## src/design/readout_ctl_pkg.sv

```systemverilog
`default_nettype none
// ============================================================
// shared constants and types of the read-out control block
package readout_ctl_pkg;

  // ============================================================
  // clock and timing
  localparam int unsigned CLK_PERIOD_NS     = 5;
  localparam int unsigned BUF_RESET_LIMIT_NS = 1_000_000;
  // strictly less than the limit, so one cycle short of it
  localparam int unsigned BUF_RESET_MAX_CYC =
    BUF_RESET_LIMIT_NS / CLK_PERIOD_NS - 1;

  // ============================================================
  // register byte offsets
  localparam logic [7:0] OFS_THRESH    = 8'h00;
  localparam logic [7:0] OFS_STATUS    = 8'h04;
  localparam logic [7:0] OFS_EVENT_NUM = 8'h08;
  localparam logic [7:0] OFS_TALLY     = 8'h0C;
  localparam logic [7:0] OFS_RST_DELAY = 8'h10;
  localparam logic [7:0] OFS_ROI_LIMIT = 8'h14;
  localparam logic [7:0] OFS_IRQ_STAT  = 8'h18;
  localparam logic [7:0] OFS_IRQ_MASK  = 8'h1C;
  localparam logic [7:0] OFS_FRAME_CFG = 8'h20;
  localparam logic [7:0] OFS_FRAME_LEN = 8'h24;

  // ============================================================
  // status and interrupt bit positions (same layout)
  localparam int unsigned BIT_BUSY  = 0;
  localparam int unsigned BIT_LOSS  = 1;
  localparam int unsigned BIT_TRUNC = 2;
  localparam int unsigned BIT_CLEAR = 3;
  localparam int unsigned IRQ_W     = 4;

  // frame config fields: source in [1:0], slice count in [12:8]
  localparam int unsigned FCFG_SRC_LSB   = 0;
  localparam int unsigned FCFG_SLICE_LSB = 8;
  localparam int unsigned SLICE_W        = 5;

  // ============================================================
  // reset values
  localparam logic [31:0] THRESH_RST    = 32'h0000_0000;
  localparam logic [31:0] RST_DELAY_RST = 32'h0000_1000;
  localparam logic [31:0] ROI_LIMIT_RST = 32'h0000_0040;
  localparam logic [31:0] IRQ_MASK_RST  = 32'h0000_0000;
  localparam logic [31:0] FRAME_CFG_RST = 32'h0000_0100;

  // ============================================================
  // counter widths
  localparam int unsigned EVENT_NUM_W = 24;
  localparam int unsigned TALLY_W     = 8;

  // ============================================================
  // input frame figures per timeslice
  localparam logic [19:0] LEN_CLUSTER  = 20'h0_0054; // 84 ticks
  localparam logic [19:0] LEN_JET      = 20'h0_0043; // 67 ticks
  localparam logic [19:0] LEN_MERGER   = 20'h0_0023; // 35 ticks
  localparam logic [19:0] LEN_PREPROC  = 20'h0_0114; // 276 ticks
  localparam logic [19:0] LINES_JET    = 20'h0_0010; // 16 data lines
  localparam logic [19:0] LINES_OTHER  = 20'h0_0014; // 20 data lines
  localparam logic [19:0] PARITY_BITS  = 20'h0_0014; // 20, sent once
  localparam logic [19:0] JET_UNUSED_A = 20'h0_0016; // 22 on one line
  localparam logic [19:0] JET_UNUSED_B = 20'h0_0004; // 4 on the next

  typedef enum logic [1:0] {
    SRC_CLUSTER,
    SRC_JET,
    SRC_MERGER,
    SRC_PREPROC
  } source_t;

  // ============================================================
  // event header fields handed to the output link
  typedef struct packed {
    logic [EVENT_NUM_W-1:0] event_number;
    logic [TALLY_W-1:0]     tally;
    logic                   data_loss;
  } header_fields_t;

  typedef struct packed {
    logic        valid;
    logic [31:0] data;
  } roi_word_t;

endpackage
`default_nettype wire

```

## src/design/busy_compare.sv

```systemverilog
`default_nettype none
// ============================================================
// per-buffer depth compare against the busy threshold
module busy_compare #(
  parameter int unsigned NBUF    = 18,
  parameter int unsigned DEPTH_W = 12
) (
  // buffer depths, buffer 0 in the low bits
  input  wire logic [NBUF*DEPTH_W-1:0] i_depth,
  input  wire logic [DEPTH_W-1:0]      i_thresh,
  // result
  output logic                         o_over_any,
  output logic                         o_all_empty
);

  logic [NBUF-1:0] over;
  logic [NBUF-1:0] empty;

  // one comparator per buffer; an empty buffer never counts
  genvar g;
  generate
    for (g = 0; g < NBUF; g++)
    begin : g_buf
      assign empty[g] = (i_depth[g*DEPTH_W +: DEPTH_W] == '0);
      assign over[g]  = !empty[g]
        && (i_depth[g*DEPTH_W +: DEPTH_W] > i_thresh);
    end
  endgenerate

  assign o_over_any  = |over;
  assign o_all_empty = &empty;

endmodule
`default_nettype wire

```

## src/design/readout_ctl.sv

```systemverilog
`default_nettype none
// Summary of operation
// - busy when any buffer depth exceeds threshold
// - busy drops once all depths at/below threshold
// - empty buffers never raise busy
// - threshold equal to depth disables busy
// - busy pin feeds the trigger processor chain
// - on overflow, header flags the data loss
// - clear pulses tallied into eight-bit header field
// - own 24-bit accept count, zeroed by clear
// - header carries the accept count
// - delayed buffer reset after a clear pulse; a second pulse restarts the delay
// - region records over limit end, status flagged
// - excess records dropped in arrival order
// - expected frame lengths per source module
// - parity bits counted once per frame
// - jet frames skip 22 and 4 bits
module readout_ctl #(
  parameter int unsigned NBUF          = 18,
  parameter int unsigned DEPTH_W       = 12,
  parameter int unsigned PHYS_DEPTH    = 2048,
  parameter int unsigned BUF_RESET_MAX = readout_ctl_pkg::BUF_RESET_MAX_CYC
) (
  // clock and reset
  input  wire logic                   i_clk_sys,
  input  wire logic                   i_resetn,
  // axi4-lite register slave
  input  wire logic [7:0]             i_s_axi_awaddr,
  input  wire logic                   i_s_axi_awvalid,
  output logic                        o_s_axi_awready,
  input  wire logic [31:0]            i_s_axi_wdata,
  input  wire logic [3:0]             i_s_axi_wstrb,
  input  wire logic                   i_s_axi_wvalid,
  output logic                        o_s_axi_wready,
  output logic [1:0]                  o_s_axi_bresp,
  output logic                        o_s_axi_bvalid,
  input  wire logic                   i_s_axi_bready,
  input  wire logic [7:0]             i_s_axi_araddr,
  input  wire logic                   i_s_axi_arvalid,
  output logic                        o_s_axi_arready,
  output logic [31:0]                 o_s_axi_rdata,
  output logic [1:0]                  o_s_axi_rresp,
  output logic                        o_s_axi_rvalid,
  input  wire logic                   i_s_axi_rready,
  // trigger pins, asynchronous
  input  wire logic                   i_first_level_accept,
  input  wire logic                   i_event_count_clear_pulse,
  output logic                        o_busy_pin,
  // input buffer state
  input  wire logic [NBUF*DEPTH_W-1:0] i_buf_depth,
  input  wire logic [NBUF-1:0]        i_buf_overflow,
  output logic                        o_buffer_reset,
  // event header
  input  wire logic                   i_event_done,
  output readout_ctl_pkg::header_fields_t o_header,
  // region record stream
  input  wire logic                   i_roi_start,
  input  wire readout_ctl_pkg::roi_word_t i_roi,
  output readout_ctl_pkg::roi_word_t  o_roi,
  output logic                        o_roi_truncated,
  // interrupt
  output logic                        o_irq
);

  localparam int unsigned DLY_W = $clog2(BUF_RESET_MAX + 1);
  localparam logic [DLY_W-1:0] DLY_MAX = DLY_W'(BUF_RESET_MAX);
  localparam logic [DEPTH_W-1:0] DEPTH_FULL = DEPTH_W'(PHYS_DEPTH);
  localparam logic [1:0] RESP_OKAY   = 2'h0;
  localparam logic [1:0] RESP_SLVERR = 2'h2;

  typedef enum logic {ST_IDLE, ST_WAIT} rst_state_t;

  // ============================================================
  // pin synchronisers: meta stage feeds only the sync stage
  logic [1:0] pin_meta_reg;
  logic [1:0] pin_sync_reg;
  logic [1:0] pin_prev_reg;
  wire  [1:0] pin_rise = pin_sync_reg & ~pin_prev_reg;
  wire        accept_evt = pin_rise[0];
  wire        clear_evt  = pin_rise[1];

  always_ff @(posedge i_clk_sys)
  begin
    if (!i_resetn)
    begin
      pin_meta_reg <= 2'b00;
      pin_sync_reg <= 2'b00;
      pin_prev_reg <= 2'b00;
    end
    else
    begin
      pin_meta_reg <= {i_event_count_clear_pulse, i_first_level_accept};
      pin_sync_reg <= pin_meta_reg;
      pin_prev_reg <= pin_sync_reg;
    end
  end

  // ============================================================
  // register file
  localparam int unsigned IRQ_W_L = readout_ctl_pkg::IRQ_W;
  logic [31:0]          thresh_reg;
  logic [31:0]          delay_reg;
  logic [31:0]          roi_limit_reg;
  logic [31:0]          frame_cfg_reg;
  logic [IRQ_W_L-1:0]   irq_stat_reg;
  logic [IRQ_W_L-1:0]   irq_mask_reg;

  // byte-lane merge of a write into a stored word
  function automatic logic [31:0] merge(input logic [31:0] old_v,
                                        input logic [31:0] new_v,
                                        input logic [3:0]  strb);
    logic [31:0] res;
    res = old_v;
    for (int b = 0; b < 4; b++)
      if (strb[b])
        res[b*8 +: 8] = new_v[b*8 +: 8];
    return res;
  endfunction

  // ============================================================
  // axi4-lite write channel: address and data taken in any order
  logic        aw_held_reg;
  logic        w_held_reg;
  logic [7:0]  awaddr_reg;
  logic [31:0] wdata_reg;
  logic [3:0]  wstrb_reg;
  logic        awready_reg;
  logic        wready_reg;
  logic        bvalid_reg;
  logic [1:0]  bresp_reg;

  wire aw_fire  = i_s_axi_awvalid && awready_reg;
  wire w_fire   = i_s_axi_wvalid && wready_reg;
  wire b_fire   = bvalid_reg && i_s_axi_bready;
  wire do_write = aw_held_reg && w_held_reg && !bvalid_reg;
  wire wr_known = (awaddr_reg <= readout_ctl_pkg::OFS_FRAME_LEN)
                  && (awaddr_reg[1:0] == 2'b00);
  wire wr_thr   = do_write && awaddr_reg == readout_ctl_pkg::OFS_THRESH;
  wire wr_dly   = do_write && awaddr_reg == readout_ctl_pkg::OFS_RST_DELAY;
  wire wr_lim   = do_write && awaddr_reg == readout_ctl_pkg::OFS_ROI_LIMIT;
  wire wr_stat  = do_write && awaddr_reg == readout_ctl_pkg::OFS_IRQ_STAT;
  wire wr_mask  = do_write && awaddr_reg == readout_ctl_pkg::OFS_IRQ_MASK;
  wire wr_fcfg  = do_write && awaddr_reg == readout_ctl_pkg::OFS_FRAME_CFG;
  wire [31:0] wr_w1c = merge(32'h0000_0000, wdata_reg, wstrb_reg);

  always_ff @(posedge i_clk_sys)
  begin
    if (!i_resetn)
    begin
      aw_held_reg <= 1'b0;
      w_held_reg  <= 1'b0;
      awaddr_reg  <= 8'h00;
      wdata_reg   <= 32'h0000_0000;
      wstrb_reg   <= 4'h0;
      awready_reg <= 1'b1;
      wready_reg  <= 1'b1;
      bvalid_reg  <= 1'b0;
      bresp_reg   <= RESP_OKAY;
    end
    else
    begin
      if (aw_fire)
      begin
        aw_held_reg <= 1'b1;
        awaddr_reg  <= i_s_axi_awaddr;
        awready_reg <= 1'b0;
      end
      if (w_fire)
      begin
        w_held_reg <= 1'b1;
        wdata_reg  <= i_s_axi_wdata;
        wstrb_reg  <= i_s_axi_wstrb;
        wready_reg <= 1'b0;
      end
      if (do_write)
      begin
        aw_held_reg <= 1'b0;
        w_held_reg  <= 1'b0;
        bvalid_reg  <= 1'b1;
        bresp_reg   <= wr_known ? RESP_OKAY : RESP_SLVERR;
      end
      // one write in flight: both channels reopen after the response
      if (b_fire)
      begin
        bvalid_reg  <= 1'b0;
        awready_reg <= 1'b1;
        wready_reg  <= 1'b1;
      end
    end
  end

  // ============================================================
  // counters, busy, loss and buffer reset sequencing
  localparam int unsigned EVW = readout_ctl_pkg::EVENT_NUM_W;
  localparam int unsigned TW  = readout_ctl_pkg::TALLY_W;
  logic                   busy_reg;
  logic [EVW-1:0]         event_num_reg;
  logic [TW-1:0]          tally_reg;
  logic                   loss_reg;
  rst_state_t             rst_state_reg;
  logic [DLY_W-1:0]       rst_cnt_reg;
  logic                   buf_reset_reg;

  logic over_any;
  logic all_empty;

  busy_compare #(
    .NBUF    (NBUF),
    .DEPTH_W (DEPTH_W)
  ) u_busy_compare (
    .i_depth     (i_buf_depth),
    .i_thresh    (thresh_reg[DEPTH_W-1:0]),
    .o_over_any  (over_any),
    .o_all_empty (all_empty)
  );

  // delay clamped below the limit; the reset comes dly_load+2 cycles after clear_evt
  wire [DLY_W-1:0] dly_load = (delay_reg > 32'(BUF_RESET_MAX))
                              ? DLY_MAX : delay_reg[DLY_W-1:0];
  wire overflow_any = |i_buf_overflow;

  always_ff @(posedge i_clk_sys)
  begin
    if (!i_resetn)
    begin
      busy_reg      <= 1'b0;
      event_num_reg <= '0;
      tally_reg     <= '0;
      loss_reg      <= 1'b0;
      rst_state_reg <= ST_IDLE;
      rst_cnt_reg   <= '0;
      buf_reset_reg <= 1'b0;
    end
    else
    begin
      busy_reg <= over_any;
      if (clear_evt)
      begin
        tally_reg     <= tally_reg + 1'b1;
        event_num_reg <= '0;
      end
      else if (accept_evt)
        event_num_reg <= event_num_reg + 1'b1;
      // new overflow wins over the end-of-event clear
      if (overflow_any)
        loss_reg <= 1'b1;
      else if (i_event_done || buf_reset_reg)
        loss_reg <= 1'b0;
      buf_reset_reg <= 1'b0;
      case (rst_state_reg)
        ST_IDLE:
        begin
          if (clear_evt)
          begin
            rst_state_reg <= ST_WAIT;
            rst_cnt_reg   <= dly_load;
          end
        end
        ST_WAIT:
        begin
          // a second clear pulse restarts the interval
          if (clear_evt)
            rst_cnt_reg <= dly_load;
          else if (rst_cnt_reg == '0)
          begin
            buf_reset_reg <= 1'b1;
            rst_state_reg <= ST_IDLE;
          end
          else
            rst_cnt_reg <= rst_cnt_reg - 1'b1;
        end
        default: rst_state_reg <= ST_IDLE;
      endcase
    end
  end

  // ============================================================
  // region record limiter: no sorting, later records just dropped
  logic [31:0] roi_cnt_reg;
  logic        trunc_reg;
  readout_ctl_pkg::roi_word_t roi_out_reg;
  wire roi_over = i_roi.valid && (roi_cnt_reg >= roi_limit_reg);

  always_ff @(posedge i_clk_sys)
  begin
    if (!i_resetn)
    begin
      roi_cnt_reg <= 32'h0000_0000;
      trunc_reg   <= 1'b0;
      roi_out_reg <= '0;
    end
    else
    begin
      roi_out_reg.data  <= i_roi.data;
      roi_out_reg.valid <= i_roi.valid && !roi_over;
      if (i_roi_start)
      begin
        roi_cnt_reg <= 32'h0000_0000;
        trunc_reg   <= 1'b0;
      end
      else if (i_roi.valid)
      begin
        if (roi_over)
          trunc_reg <= 1'b1;
        else
          roi_cnt_reg <= roi_cnt_reg + 32'h0000_0001;
      end
    end
  end

  // ============================================================
  // expected input frame size in active bits
  wire readout_ctl_pkg::source_t fsrc = readout_ctl_pkg::source_t'(
    frame_cfg_reg[readout_ctl_pkg::FCFG_SRC_LSB +: 2]);
  wire [19:0] slices = 20'(
    frame_cfg_reg[readout_ctl_pkg::FCFG_SLICE_LSB +:
                  readout_ctl_pkg::SLICE_W]);
  wire [19:0] slice_len =
    (fsrc == readout_ctl_pkg::SRC_CLUSTER) ? readout_ctl_pkg::LEN_CLUSTER :
    (fsrc == readout_ctl_pkg::SRC_JET)     ? readout_ctl_pkg::LEN_JET :
    (fsrc == readout_ctl_pkg::SRC_MERGER)  ? readout_ctl_pkg::LEN_MERGER :
                                             readout_ctl_pkg::LEN_PREPROC;
  wire [19:0] lines = (fsrc == readout_ctl_pkg::SRC_JET)
                      ? readout_ctl_pkg::LINES_JET
                      : readout_ctl_pkg::LINES_OTHER;
  wire [19:0] unused = (fsrc == readout_ctl_pkg::SRC_JET)
    ? 20'(readout_ctl_pkg::JET_UNUSED_A + readout_ctl_pkg::JET_UNUSED_B)
    : 20'h0_0000;
  wire [19:0] per_slice = 20'(slice_len * lines) - unused;
  // parity word only on the last slice, so strip it from the others
  wire [19:0] frame_bits = (slices == 20'h0_0000) ? 20'h0_0000
    : 20'(slices * per_slice)
      - 20'((slices - 20'h0_0001) * readout_ctl_pkg::PARITY_BITS);

  // ============================================================
  // interrupt status: hardware set beats a write-one clear
  wire [IRQ_W_L-1:0] irq_set = {clear_evt, trunc_reg == 1'b0 && roi_over,
                                overflow_any, over_any && !busy_reg};
  logic irq_reg;

  always_ff @(posedge i_clk_sys)
  begin
    if (!i_resetn)
    begin
      thresh_reg    <= readout_ctl_pkg::THRESH_RST;
      delay_reg     <= readout_ctl_pkg::RST_DELAY_RST;
      roi_limit_reg <= readout_ctl_pkg::ROI_LIMIT_RST;
      frame_cfg_reg <= readout_ctl_pkg::FRAME_CFG_RST;
      irq_mask_reg  <= IRQ_W_L'(readout_ctl_pkg::IRQ_MASK_RST);
      irq_stat_reg  <= '0;
      irq_reg       <= 1'b0;
    end
    else
    begin
      if (wr_thr)
        thresh_reg <= merge(thresh_reg, wdata_reg, wstrb_reg);
      if (wr_dly)
        delay_reg <= merge(delay_reg, wdata_reg, wstrb_reg);
      if (wr_lim)
        roi_limit_reg <= merge(roi_limit_reg, wdata_reg, wstrb_reg);
      if (wr_fcfg)
        frame_cfg_reg <= merge(frame_cfg_reg, wdata_reg, wstrb_reg);
      if (wr_mask)
        irq_mask_reg <= wdata_reg[IRQ_W_L-1:0];
      irq_stat_reg <= (irq_stat_reg
                       & ~(wr_stat ? wr_w1c[IRQ_W_L-1:0] : '0)) | irq_set;
      irq_reg <= |(irq_stat_reg & irq_mask_reg);
    end
  end

  // ============================================================
  // read channel: answer one cycle after the address is taken
  logic        arready_reg;
  logic        rvalid_reg;
  logic [31:0] rdata_reg;
  logic [1:0]  rresp_reg;
  wire  [7:0]  ra = i_s_axi_araddr;
  wire  [31:0] status_word = {28'h000_0000, 1'b0, trunc_reg,
                              loss_reg, busy_reg};
  wire  rd_hit = (ra <= readout_ctl_pkg::OFS_FRAME_LEN) && (ra[1:0] == 2'b00);
  wire [31:0] rd_mux =
    (ra == readout_ctl_pkg::OFS_THRESH)    ? thresh_reg :
    (ra == readout_ctl_pkg::OFS_STATUS)    ? status_word :
    (ra == readout_ctl_pkg::OFS_EVENT_NUM) ? 32'(event_num_reg) :
    (ra == readout_ctl_pkg::OFS_TALLY)     ? 32'(tally_reg) :
    (ra == readout_ctl_pkg::OFS_RST_DELAY) ? delay_reg :
    (ra == readout_ctl_pkg::OFS_ROI_LIMIT) ? roi_limit_reg :
    (ra == readout_ctl_pkg::OFS_IRQ_STAT)  ? 32'(irq_stat_reg) :
    (ra == readout_ctl_pkg::OFS_IRQ_MASK)  ? 32'(irq_mask_reg) :
    (ra == readout_ctl_pkg::OFS_FRAME_CFG) ? frame_cfg_reg :
    (ra == readout_ctl_pkg::OFS_FRAME_LEN) ? 32'(frame_bits) :
                                             32'h0000_0000;

  always_ff @(posedge i_clk_sys)
  begin
    if (!i_resetn)
    begin
      arready_reg <= 1'b1;
      rvalid_reg  <= 1'b0;
      rdata_reg   <= 32'h0000_0000;
      rresp_reg   <= RESP_OKAY;
    end
    else if (i_s_axi_arvalid && arready_reg)
    begin
      arready_reg <= 1'b0;
      rvalid_reg  <= 1'b1;
      rdata_reg   <= rd_mux;
      rresp_reg   <= rd_hit ? RESP_OKAY : RESP_SLVERR;
    end
    else if (rvalid_reg && i_s_axi_rready)
    begin
      arready_reg <= 1'b1;
      rvalid_reg  <= 1'b0;
    end
  end

  // ============================================================
  // outputs, all from flip-flops
  assign o_s_axi_awready     = awready_reg;
  assign o_s_axi_wready      = wready_reg;
  assign o_s_axi_bvalid      = bvalid_reg;
  assign o_s_axi_bresp       = bresp_reg;
  assign o_s_axi_arready     = arready_reg;
  assign o_s_axi_rvalid      = rvalid_reg;
  assign o_s_axi_rdata       = rdata_reg;
  assign o_s_axi_rresp       = rresp_reg;
  assign o_busy_pin          = busy_reg;
  assign o_buffer_reset      = buf_reset_reg;
  assign o_header            = {event_num_reg,
                                tally_reg,
                                loss_reg};
  assign o_roi               = roi_out_reg;
  assign o_roi_truncated     = trunc_reg;
  assign o_irq               = irq_reg;

  // ============================================================
  // checks
  busy_set_a: assert property (@(posedge i_clk_sys) disable iff (!i_resetn)
    over_any |=> o_busy_pin) else $error("busy not raised");
  busy_drop_a: assert property (@(posedge i_clk_sys) disable iff (!i_resetn)
    !over_any [*2] |-> !o_busy_pin) else $error("busy held");
  empty_quiet_a: assert property (@(posedge i_clk_sys)
    disable iff (!i_resetn)
    all_empty |=> !o_busy_pin) else $error("busy while empty");
  full_thresh_a: assert property (@(posedge i_clk_sys)
    disable iff (!i_resetn)
    thresh_reg[DEPTH_W-1:0] == DEPTH_FULL |=> !o_busy_pin)
    else $error("busy at full threshold");
  tally_step_a: assert property (@(posedge i_clk_sys) disable iff (!i_resetn)
    clear_evt |=> o_header.tally == $past(tally_reg) + 8'h01)
    else $error("tally not stepped");
  event_clear_a: assert property (@(posedge i_clk_sys)
    disable iff (!i_resetn)
    clear_evt |=> o_header.event_number == '0)
    else $error("event number not cleared");
  event_step_a: assert property (@(posedge i_clk_sys) disable iff (!i_resetn)
    accept_evt && !clear_evt |=>
      o_header.event_number == EVW'($past(event_num_reg) + 1'b1))
    else $error("event number not stepped");
  buf_reset_a: assert property (@(posedge i_clk_sys) disable iff (!i_resetn)
    clear_evt && rst_state_reg == ST_IDLE && dly_load == '0
      |-> ##2 o_buffer_reset) else $error("buffer reset late");
  roi_cut_a: assert property (@(posedge i_clk_sys) disable iff (!i_resetn)
    roi_over && !i_roi_start |=> !o_roi.valid && o_roi_truncated)
    else $error("record passed limit");
  loss_flag_a: assert property (@(posedge i_clk_sys) disable iff (!i_resetn)
    overflow_any |=> o_header.data_loss) else $error("loss unflagged");

endmodule
`default_nettype wire

```

## config.mk

```make
export PLATFORM = sky130hd
export DESIGN_NAME = readout_ctl
export DESIGN_NICKNAME = d
export VERILOG_FILES = /design/src/design/readout_ctl_pkg.sv /design/src/design/busy_compare.sv /design/src/design/readout_ctl.sv
export SDC_FILE = /design/constraint.sdc
export NUM_CORES = 1
export LEC_CHECK = 0
export ABC_AREA = 1
export BUFFER_PORTS_ARGS = -buffer_cell sky130_fd_sc_hd__buf_2
export CORE_AREA = 8 8 246 248
export CTS_CLUSTER_SIZE = 8
export DETAILED_ROUTE_END_ITERATION = 10
export DIE_AREA = 0 0 254 256
export GPL_TIMING_DRIVEN = 0
export PLACE_DENSITY_LB_ADDON = 0.3
export SYNTH_ARGS = -nofsm -noshare
export SYNTH_HDL_FRONTEND = slang
export SYNTH_SLANG_ARGS = --single-unit
```

## constraint.sdc

```tcl
create_clock -name i_clk_sys -period 19.8 [get_ports i_clk_sys]
set_input_delay 2.97 -clock i_clk_sys [delete_from_list [all_inputs] [get_ports i_clk_sys]]
set_output_delay 2.97 -clock i_clk_sys [all_outputs]
set_load 0.01 [all_outputs]
```

=== After elaboration in Yosys (flattened, before gate mapping) ===
Cells that the tools add are included.

* Memory bits (read-only): 0
* Bits in latches: 0
* Input bits: 330
* Register bits after elaboration: 350
* Memory bits (writable): 0
* Memories kept: 0
* Logic and storage cells: 255

* Div/mod/pow operators: 0
* Bitwise logic cells: 10
* Reduce and logical (&&, ||, !) cells: 113
* Add/sub/neg operators: 7
* Multiplexer cells: 36
* Magnitude comparators: 22
* $mul: 3
* Shift-type cells: 0
* Eq/ne operators: 18

{| class="wikitable"
|+ Operator list
! operator !! count
|-
| 32-bit two-way mux || 9
|-
| 12-bit greater-than comparator || 18
|-
| 12-bit zero test || 18
|-
| 18-bit two-way mux || 4
|-
| 8-bit by 5-bit equality test with 1-bit output (second input constant) || 8
|-
| 20-bit two-way mux || 2
|-
| 2-bit AND reduction || 19
|-
| 1-bit logical AND || 37
|-
| 18-bit case mux with 2 select lines || 1
|-
| 18-bit OR reduction || 2
|-
| 32-bit by 1-bit adder with 32-bit output (second input constant) || 1
|-
| 32-bit greater-or-equal comparator || 1
|-
| 32-bit by 18-bit greater-than comparator with 1-bit output (second input constant) || 1
|-
| 9-bit two-way mux || 3
|-
| 24-bit by 1-bit adder with 24-bit output (second input constant) || 1
|-
| 8-bit by 6-bit equality test with 1-bit output (second input constant) || 3
|-
| 1-bit zero test || 21
|-
| 20-bit zero test || 1
|-
| 20-bit by 3-bit multiplier with 18-bit output (second input constant) || 1
|-
| 6-bit by 15-bit multiplier with 20-bit output || 1
|-
| 20-bit subtractor || 1
|-
| 18-bit zero test || 1
|-
| 18-bit by 1-bit subtractor with 18-bit output (second input constant) || 1
|-
| 8-bit by 4-bit equality test with 1-bit output (second input constant) || 2
|-
| 29 further kinds || 52
|}

=== Logic depth before layout (Yosys ltp) ===
Gate-level depths: netlist (run 1).

* Word-level depth: 19
* Depth in mapped cells: 37

=== Hierarchy ===
Synthesis (run 1) repeated with hierarchy kept, for this count alone.

* Cell total of the unflattened synthesis: 3714
* Area, all modules: 25889.8 um^2

{| class="wikitable"
|+ By module, submodules not included
! module !! times used !! area each (um^2) !! seq. area each (um^2) !! cells each
|-
| readout_ctl || 1 || 19738.9 || 6966.7 || 2682
|-
| busy_compare || 1 || 6150.9 || 0.0 || 1032
|}

=== Least setup slack after synthesis (run 1) ===
OpenSTA, ideal clock, no wires.

* Kind: reg-to-reg
* Start: register frame_cfg_reg[9]
* End: register rdata_reg[19] (netlist: o_s_axi_rdata[19])
* Data required time: 19691 ps
* Arrival: 6182 ps
* Path slack: 13509 ps
* Library setup time: 109 ps
* Cell stages (with the launch flop): 33
* Path buffers: 1
* Cells stage by stage: dfxtp_1 clkbuf_1 clkinv_1 nand3_1 nor3_1 ha_1 ha_1 a21oi_1 and2_1 nor2_1 o21ai_0 ha_1 ha_1 inv_1 fa_1 inv_1 fa_1 inv_1 fa_1 inv_1 ha_1 nand2_1 inv_1 a21oi_1 nand2_1 a21oi_1 nand3_1 nand3_1 nand3_1 nand2_1 nand3_1 nand2_1 inv_1

* Longest elaborated chain between the ends: 14

{| class="wikitable"
|+ Ends and longest elaborated chain
! what !! RTL line !! source
|-
| from (decl) || readout_ctl.sv:104 || <nowiki>logic [31:0] frame_cfg_reg;</nowiki>
|-
| from (signal assigned) || readout_ctl.sv:348 || <nowiki>frame_cfg_reg <= readout_ctl_pkg::FRAME_CFG_RST;</nowiki>
|-
| from (signal assigned) || readout_ctl.sv:362 || <nowiki>frame_cfg_reg <= merge(frame_cfg_reg, wdata_reg, wstrb_reg);</nowiki>
|-
| 5-bit by 1-bit subtractor with 6-bit output || readout_ctl.sv:333 || <nowiki>- 20'((slices - 20'h0_0001) * readout_ctl_pkg::PARITY_BITS);</nowiki>
|-
| 20-bit by 3-bit multiplier with 18-bit output || readout_ctl.sv:333 ||
|-
| 20-bit subtractor || readout_ctl.sv:333 ||
|-
| 20-bit two-way mux (*) || readout_ctl.sv:331 || <nowiki>wire [19:0] frame_bits = (slices == 20'h0_0000) ? 20'h0_0000</nowiki>
|-
| 20-bit two-way mux (*) || readout_ctl.sv:391 || <nowiki>(ra == readout_ctl_pkg::OFS_FRAME_LEN) ? 32'(frame_bits) :</nowiki>
|-
| 32-bit two-way mux (*) || readout_ctl.sv:390 || <nowiki>(ra == readout_ctl_pkg::OFS_FRAME_CFG) ? frame_cfg_reg :</nowiki>
|-
| 32-bit two-way mux (*) || readout_ctl.sv:389 || <nowiki>(ra == readout_ctl_pkg::OFS_IRQ_MASK) ? 32'(irq_mask_reg) :</nowiki>
|-
| 32-bit two-way mux (*) || readout_ctl.sv:388 || <nowiki>(ra == readout_ctl_pkg::OFS_IRQ_STAT) ? 32'(irq_stat_reg) :</nowiki>
|-
| 32-bit two-way mux (*) || readout_ctl.sv:387 || <nowiki>(ra == readout_ctl_pkg::OFS_ROI_LIMIT) ? roi_limit_reg :</nowiki>
|-
| 32-bit two-way mux (*) || readout_ctl.sv:386 || <nowiki>(ra == readout_ctl_pkg::OFS_RST_DELAY) ? delay_reg :</nowiki>
|-
| 32-bit two-way mux (*) || readout_ctl.sv:385 || <nowiki>(ra == readout_ctl_pkg::OFS_TALLY) ? 32'(tally_reg) :</nowiki>
|-
| 32-bit two-way mux (*) || readout_ctl.sv:384 || <nowiki>(ra == readout_ctl_pkg::OFS_EVENT_NUM) ? 32'(event_num_reg) :</nowiki>
|-
| 32-bit two-way mux (*) || readout_ctl.sv:383 || <nowiki>(ra == readout_ctl_pkg::OFS_STATUS) ? status_word :</nowiki>
|-
| 32-bit two-way mux (*) || readout_ctl.sv:382 || <nowiki>(ra == readout_ctl_pkg::OFS_THRESH) ? thresh_reg :</nowiki>
|-
| to (signal assigned) || readout_ctl.sv:407 || <nowiki>rdata_reg <= rd_mux;</nowiki>
|-
| to (decl) || readout_ctl.sv:375 || <nowiki>logic [31:0] rdata_reg;</nowiki>
|}

Mark *: on every way between the ends. The rest lies on a longest branch, timed or not.
A chain may end at the register's enable or synchronous reset.

=== Final worst setup path (run 1) ===
* Start: register frame_cfg_reg[9]
* End: register rdata_reg[13] (netlist: o_s_axi_rdata[13])

Same word-level chain as after synthesis.

==> run metrics, run 1 <==
post-synthesis sequential area ratio 0.278; total die area 65000 um^2; Hold Path End pin_sync_reg[1]$_SDFF_PN0_; clock sinks 348; main area contributors after synthesis dfxtp_1 28%, ha_1 15%, nand2_1 9.6%, inv_1 7.7%, a21oi_1 6.7%; setup TNS 0 ns; clk_lat worst skew 0.60 ns; HPWL Detailed 75.0 mm; Chip Width 254 um; CP required 20.27 ns; clock share of power 0.435; Synth top area share 0.278; WL met2 43.1 mm; slowest CP cell nor3_1; Setup crit end kind flip-flop; Final nets 4732; CTS root buffer clkbuf_16; Net Switching 483 uW; Synth cell types 60; Switching Share 0.277; reg-to-reg endpoint o_s_axi_rdata[13]$_SDFFE_PN0P_; minimum clock period 7.62 ns; crit-path max FO 9; Placer Congestion 0.997; Syn Inst Count 3544; CP startpoint kind flip-flop; GRT Overall Usage 0.281; antenna-violating nets left 0; critical path data arrival time 8.08 ns; syn_area_per_cell 7.08 um^2; Tcrit/Tclk final 0.385; highest routed metal layer met5; Avg Vias per Cell 5.38; DRT Pass-1 Iters 6; global-route wire length before repair 143 mm; Slew Limit Fails 0; Final Setup Violations 0; hold path cells 2; total CTS buffers 49; status finished, final reports clean; Worst path max stage delay 0.82 ns; worst-case reg-to-reg path depth 30; vias in the first global route 24.8k; leading area contributor after synthesis dfxtp_1; # IOs 441; die height 256 um; layout cells sized above 1 0.143; synthesized cell area 25100 um^2; top_reg_cell synth dfxtp_1; largest net degree at the start of global routing 21; Hold WC Path Type reg2reg; Overflow after GRT 0; RR Startpoint frame_cfg_reg[9]$_SDFFE_PN0P_; Async SR Flop Fraction 0; Iter 0 DRT Violations 2134; unrepaired setup endpoints after global routing false; WL/cell 19.5 um; fin worst setup slack 12.18 ns; Setup WS pre-CTS 12.24 ns; PD cells 59.0 nW/um^2; most frequent cell after synthesis nand2_1; YS warnings 0; initial antenna violation count 12; wl on met1 39.8 mm; Cell Rows 88; Max Fclk 131 MHz; Largest register FFs 33; Setup CP Type reg2reg; Min-Delay Startpoint pin_meta_reg[1]$_SDFF_PN0_; Worst-path clk slew 0.05 ns; Combinational Power Share 0.136; Max clock buf depth 3; Initial Utilization 0.441; maximum vdd drop 0.0563 mV; H-Tree Depth 2; cts repair resizes 0; core footprint 56800 um^2; setup repair bufs after CTS 0; drt drc 0; vias post-DR 25.9k; met3 routed WL 6.87 mm; TritonCTS clock tree built; Layout area overhead 17.9%; Port Buffers 437; Worst R2R Setup Slack 12.18 ns; drt total wl 93.9 mm; LEAKAGE 13.9 nW; clock skew 0.0272 ns; Worst-Margin Slew 1.29 ns; Post-synth EDFFs 0; Max-slew headroom 0.137; Flop pwr share 0.429; Final Hold Viols 0; CP top delay family adder cells; CP bufs+invs 7; max_cap viols 0; P_int 1.26 mW; #FFs+latches synth 348; CTS Hold Bufs 0; top cells by count, synth 640 x nand2_1, 512 x inv_1, 391 x nor2_1
## cell type report
type                       count  area, um^2
sequential                   348        6970
timing repair buffer         437        2190
inverter                     527        1980
multi-input combinational   2556       15600
antenna                       10        25.0
clock buffer                  53        1270
tap                          765         957
clock inverter                 2        36.3
fill                        5842       27300
buffer                       114         515
## layer usage
layer | GRT usage | up-vias
li1 | - | 12800
met1 | 0.363 | 11900
met2 | 0.459 | 1005
met3 | 0.0509 | 218
met4 | 0.109 | 4
met5 | 0 | -
## layout by cell type (no fill, tap or decap), drive strengths merged, types with 2 or more instances in the layout
cell type / netlist / routed
nor3: 56 / 56
o221ai: 8 / 8
conb: 1 / 2
o31ai: 8 / 8
nor2: 402 / 402
o21a: 9 / 9
ha: 309 / 309
nand2: 645 / 645
or2: 9 / 9
o21ai: 259 / 259
inv: 521 / 522
a211oi: 56 / 56
nor3b: 5 / 5
nand3: 134 / 134
nand3b: 5 / 5
xnor2: 18 / 18
buf: 35 / 472
fa: 60 / 60
diode: 0 / 10
xor2: 34 / 34
nand2b: 2 / 2
nor4: 47 / 47
a221oi: 8 / 8
nand4: 94 / 94
dfxtp: 348 / 348
a22oi: 2 / 2
o22ai: 15 / 15
a21oi: 339 / 339
clkbuf: 79 / 132
a31oi: 11 / 11
and2: 6 / 6
clkinv: 6 / 7
o2111ai: 3 / 3
o211ai: 4 / 4
## how the worst max path moves through the flow
stage	from	end	cells after the start
floorplan	frame_cfg_reg[9]$_SDFFE_PN0P_	o_s_axi_rdata[19]$_SDFFE_PN0P_	32
global placement	frame_cfg_reg[9]$_SDFFE_PN0P_	o_s_axi_rdata[13]$_SDFFE_PN0P_	30
detailed placement	frame_cfg_reg[9]$_SDFFE_PN0P_	o_s_axi_rdata[13]$_SDFFE_PN0P_	30
CTS	frame_cfg_reg[9]$_SDFFE_PN0P_	o_s_axi_rdata[13]$_SDFFE_PN0P_	30
global route	frame_cfg_reg[9]$_SDFFE_PN0P_	o_s_axi_rdata[13]$_SDFFE_PN0P_	30
finish	frame_cfg_reg[9]$_SDFFE_PN0P_	o_s_axi_rdata[13]$_SDFFE_PN0P_	30
## power by group through the flow
| stage | registers (mW) | clock network, mW | logic [mW] |
|---|---|---|---|
| floorplan | 0.754 | 0 | 0.129 |
| global placement | 0.760 | 0 | 0.229 |
| detailed placement | 0.760 | 0 | 0.234 |
| CTS | 0.746 | 0.765 | 0.235 |
| global route | 0.749 | 0.795 | 0.267 |
| finish | 0.748 | 0.758 | 0.238 |
## worst register-to-register path: cells and delay by family (launching register included)
family                   cells  cell delay [ns]
AO/OA/AOI/OAI                5             1.11
adder cells (fa/ha/maj)      8             3.26
buffers and inverters        7             0.84
flip-flops                   1             0.29
AND/OR/NAND/NOR             10             2.01
## cell families (layout without fill, tap and decap cells)
family,after synthesis,in the layout,share of synthesized area
buffers and inverters,641,1133,0.0994
AOI/OAI and AO/OA,727,727,0.159
adders and majority gates,369,369,0.202
DFF,348,348,0.278
and+or+nand+nor,1406,1406,0.244
other,1,12,0.000150
xor gates and xnor gates,52,52,0.0182
## through the flow
step / area [um^2] / hold WS [ns] / instances / utilization / total power [mW]
2_1_floorplan: 25100 / 0.390 / 3545 / - / 0.883
3_3_place_gp: 28200 / 0.412 / 4747 / 0.497 / 0.989
3_5_place_dp: 28200 / 0.407 / 4747 / 0.497 / 0.994
4_1_cts: 29500 / 0.419 / 4802 / 0.520 / 1.75
5_1_grt: 29600 / 0.441 / 4810 / 0.520 / 1.81
6_report: 29600 / 0.420 / 4812 / 0.520 / 1.74
(Power assumes the default switching activity.)
==> inputs of run 2 (changes only) <==
--- a/config.mk
+++ b/config.mk
@@ -5,12 +5,12 @@
 export SDC_FILE = /design/constraint.sdc
 export NUM_CORES = 1
 export LEC_CHECK = 0
-export ABC_AREA = 1
+export ABC_AREA = 0
 export BUFFER_PORTS_ARGS = -buffer_cell sky130_fd_sc_hd__buf_2
-export CORE_AREA = 8 8 246 248
+export CORE_AREA = 8 8 239 241
 export CTS_CLUSTER_SIZE = 8
 export DETAILED_ROUTE_END_ITERATION = 10
-export DIE_AREA = 0 0 254 256
+export DIE_AREA = 0 0 247 249
 export GPL_TIMING_DRIVEN = 0
 export PLACE_DENSITY_LB_ADDON = 0.3
 export SYNTH_ARGS = -nofsm -noshare
==> constraint.sdc (replaced) <==
create_clock -name i_clk_sys -period 6.5 [get_ports i_clk_sys]
set_input_delay 0.975 -clock i_clk_sys [delete_from_list [all_inputs] [get_ports i_clk_sys]]
set_output_delay 0.975 -clock i_clk_sys [all_outputs]
set_load 0.01 [all_outputs]
==> run 2 against run 1 <==
Effect of this change:
- first-iteration DRC count rose by 6.2%
- worst hold slack improved by 0.019 ns
- register-to-register slack got worse by 12 ns
- critical path depth fell by 4
- sequential power rose to 3.0 times the previous value
- power rose to 3.0 times the previous value
- worst setup slack got worse by 12 ns
- critical path type unchanged
- sequential share of layout area rose by 1.1 points
- wire length fell by 5.0%
- count of clock-buffer cells in the layout fell by 3
- non-clock buffer count rose by 17
==> run metrics, run 2 <==
Max-slew headroom 0.169; Final Setup Violations 0; DRT Pass-1 Iters 7; Net Switching 1.39 mW; Async SR Flop Fraction 0; Setup CP Type reg2reg; H-Tree Depth 2; #FFs+latches synth 348; clock share of power 0.441; global-route wire length before repair 135 mm; core footprint 53300 um^2; Layout area overhead 19.7%; dpl cell area 26700 um^2; crit path launch frame_cfg_reg[9]$_SDFFE_PN0P_; minimum clock period 6.28 ns; Hold Path End pin_sync_reg[0]$_SDFF_PN0_; initial antenna violation count 25; Switching Share 0.269; Max Fclk 159 MHz; syn_area_per_cell 8.19 um^2; top_reg_cell synth dfxtp_1; Overflow after GRT 0; vias in the first global route 23.0k; # IOs 441; Min-Delay Startpoint pin_meta_reg[0]$_SDFF_PN0_; Slew Limit Fails 0; most frequent cell after synthesis nand2_1; maximum vdd drop 0.230 mV; Cell Rows 85; CP required 7.02 ns; Worst R2R Setup Slack 0.22 ns; TritonCTS clock tree built; main area contributors after synthesis dfxtp_1 29%, ha_1 16%, nand2_1 7.8%, a21oi_1 6.8%, fa_1 5.1%; drt drc 0; Synth cell types 88; hold path cells 1; Post-synth EDFFs 0; layout cells sized above 1 0.180; reg-to-reg endpoint o_s_axi_rdata[11]$_SDFFE_PN0P_; Largest register FFs 33; Flop pwr share 0.436; most common cell after layout, fill and taps aside nand2_1; Hold WC Path Type reg2reg; Syn Inst Count 2889; final non-filler cell area 28300 um^2; critical path data arrival time 6.80 ns; vias post-DR 24.0k; largest net degree at the start of global routing 21; crit-path max FO 4; Avg Vias per Cell 5.85; Final nets 4086; Chip Width 247 um; Worst-path clk slew 0.06 ns; antenna-violating nets left 0; P_int 3.79 mW; clock skew 0.0230 ns; total CTS buffers 49; clk_lat worst skew 0.60 ns; Iter 0 DRT Violations 2266; Setup crit end kind flip-flop; drt total wl 89.2 mm; setup TNS 0 ns; leading area contributor after synthesis dfxtp_1; RR Startpoint frame_cfg_reg[9]$_SDFFE_PN0P_; Port Buffers 437; commonest cells after routing, fill and taps aside 488 x nand2_1, 458 x buf_2, 343 x dfxtp_1; CTS Hold Bufs 0; die height 249 um; total die area 61500 um^2; CTS root buffer clkbuf_16; YS warnings 0; GRT Overall Usage 0.277; max_cap viols 0; synthesized cell area 23700 um^2; Initial Utilization 0.444; status finished, final reports clean; final core occ 0.532; Combinational Power Share 0.123; HPWL Detailed 70.0 mm; Max clock buf depth 3; CP startpoint kind flip-flop; Placer Congestion 0.982; LEAKAGE 11.9 nW; PD cells 183 nW/um^2; Final Hold Viols 0; WL/cell 21.7 um; clock sinks 348; Synth top area share 0.294; Tcrit/Tclk final 0.967; post-synthesis sequential area ratio 0.294; Worst-Margin Slew 1.25 ns; worst-case reg-to-reg path depth 26; top cells by count, synth 489 x nand2_1, 348 x dfxtp_1, 321 x a21oi_1
## run 2: cell count changes after synthesis, moves of 23 or more
cell      delta
o211ai_1    +29
inv_1      -321
and2_1      +83
a21o_1      +34
nor3_1      -28
nand3_1     -58
a211oi_1    -23
nor2_1     -270
nand2_1    -151
nor2b_1     +33
o21ai_0    -166
## run 2: per-stage QoR
stage / power (mW) / hold slack, ns / setup WS (ns) / std cells
after CTS: 5.20 / 0.448 / 0.0301 / 4075
final: 5.18 / 0.439 / 0.215 / 4109
after detailed placement: 2.92 / 0.423 / -0.894 / 4023
after global placement: 2.91 / 0.423 / -0.853 / 4023
after global routing: 5.37 / 0.457 / -0.0777 / 4102
after floorplan: 2.62 / 0.412 / 0.172 / 2890
## run 2: final cells by class
class | count | area (um^2)
clock inverters | 4 | 71.3
diodes | 23 | 57.6
multi-input cells | 2229 | 15600
inverters | 191 | 717
well taps | 696 | 871
repair buffers | 450 | 2280
clock buffers | 50 | 1230
plain buffers | 118 | 531
fillers | 5140 | 24900
flip-flops and latches | 348 | 6980
## run 2: what timing repair did
action / 4_1_cts / 5_1_grt
setup endpoints to repair: 10 / 7
pin swaps: 1 / 9
endpoints found under the hold margin: 0 / 0
resized for setup: 22 / 22
cloned: 0 / 0
setup buffers: 2 / 11
## run 2: worst max-delay path by stage
stage | to | slack, ns | depth (start not counted)
2_1_floorplan | o_s_axi_rdata[18]$_SDFFE_PN0P_ | 0.17 | 29
3_3_place_gp | o_s_axi_rdata[18]$_SDFFE_PN0P_ | -0.85 | 29
3_5_place_dp | o_s_axi_rdata[18]$_SDFFE_PN0P_ | -0.89 | 29
4_1_cts | o_s_axi_rdata[17]$_SDFFE_PN0P_ | 0.03 | 30
5_1_grt | o_s_axi_rdata[18]$_SDFFE_PN0P_ | -0.08 | 29
6_report | o_s_axi_rdata[11]$_SDFFE_PN0P_ | 0.22 | 26
## run 2: power by group through the flow
| stage | clock (mW) | combinational (mW) | sequential (mW) |
|---|---|---|---|
| 4_1_cts | 2.32 | 0.624 | 2.26 |
| 3_5_place_dp | 0 | 0.620 | 2.30 |
| 5_1_grt | 2.40 | 0.705 | 2.26 |
| 6_report | 2.28 | 0.635 | 2.26 |
| 3_3_place_gp | 0 | 0.613 | 2.30 |
| 2_1_floorplan | 0 | 0.332 | 2.29 |
## run 2: routing by layer
layer  vias up  GRT usage  routed length (um)
met5         -          0                  46
met4         6      0.121                3820
met3       226     0.0660                9050
met2      1190      0.435               39600
met1     11300      0.358               36600
li1      11300          -                   -
## run 2: logic make-up (layout without fill, tap and decap cells)
| group | Yosys count | count (layout) | synth area share |
|---|---|---|---|
| and+or+nand+nor | 1063 | 1063 | 0.216 |
| AOI/OAI and AO/OA | 708 | 708 | 0.189 |
| adders and majority gates | 369 | 369 | 0.214 |
| DFF | 348 | 348 | 0.294 |
| buffers and inverters | 313 | 813 | 0.0528 |
| xor gates and xnor gates | 70 | 70 | 0.0259 |
| muxes | 17 | 17 | 0.00735 |
| other | 1 | 25 | 0.000158 |
## run 2: worst max-delay path, cell delays in order, from the launching register on
cell	delay [ns]
dfxtp_4	0.36
buf_8	0.13
inv_1	0.08
ha_4	0.19
nand2_4	0.08
xnor2_2	0.15
ha_1	0.31
ha_1	0.30
a21o_1	0.18
a21oi_2	0.16
buf_4	0.14
xor2_1	0.15
ha_1	0.27
fa_1	0.53
fa_1	0.55
inv_1	0.05
fa_1	0.50
inv_1	0.05
ha_1	0.33
or2_2	0.32
a21o_1	0.18
o41a_1	0.15
a21oi_1	0.24
xor2_1	0.11
o21ai_0	0.36
o211ai_1	0.17
a21oi_1	0.17
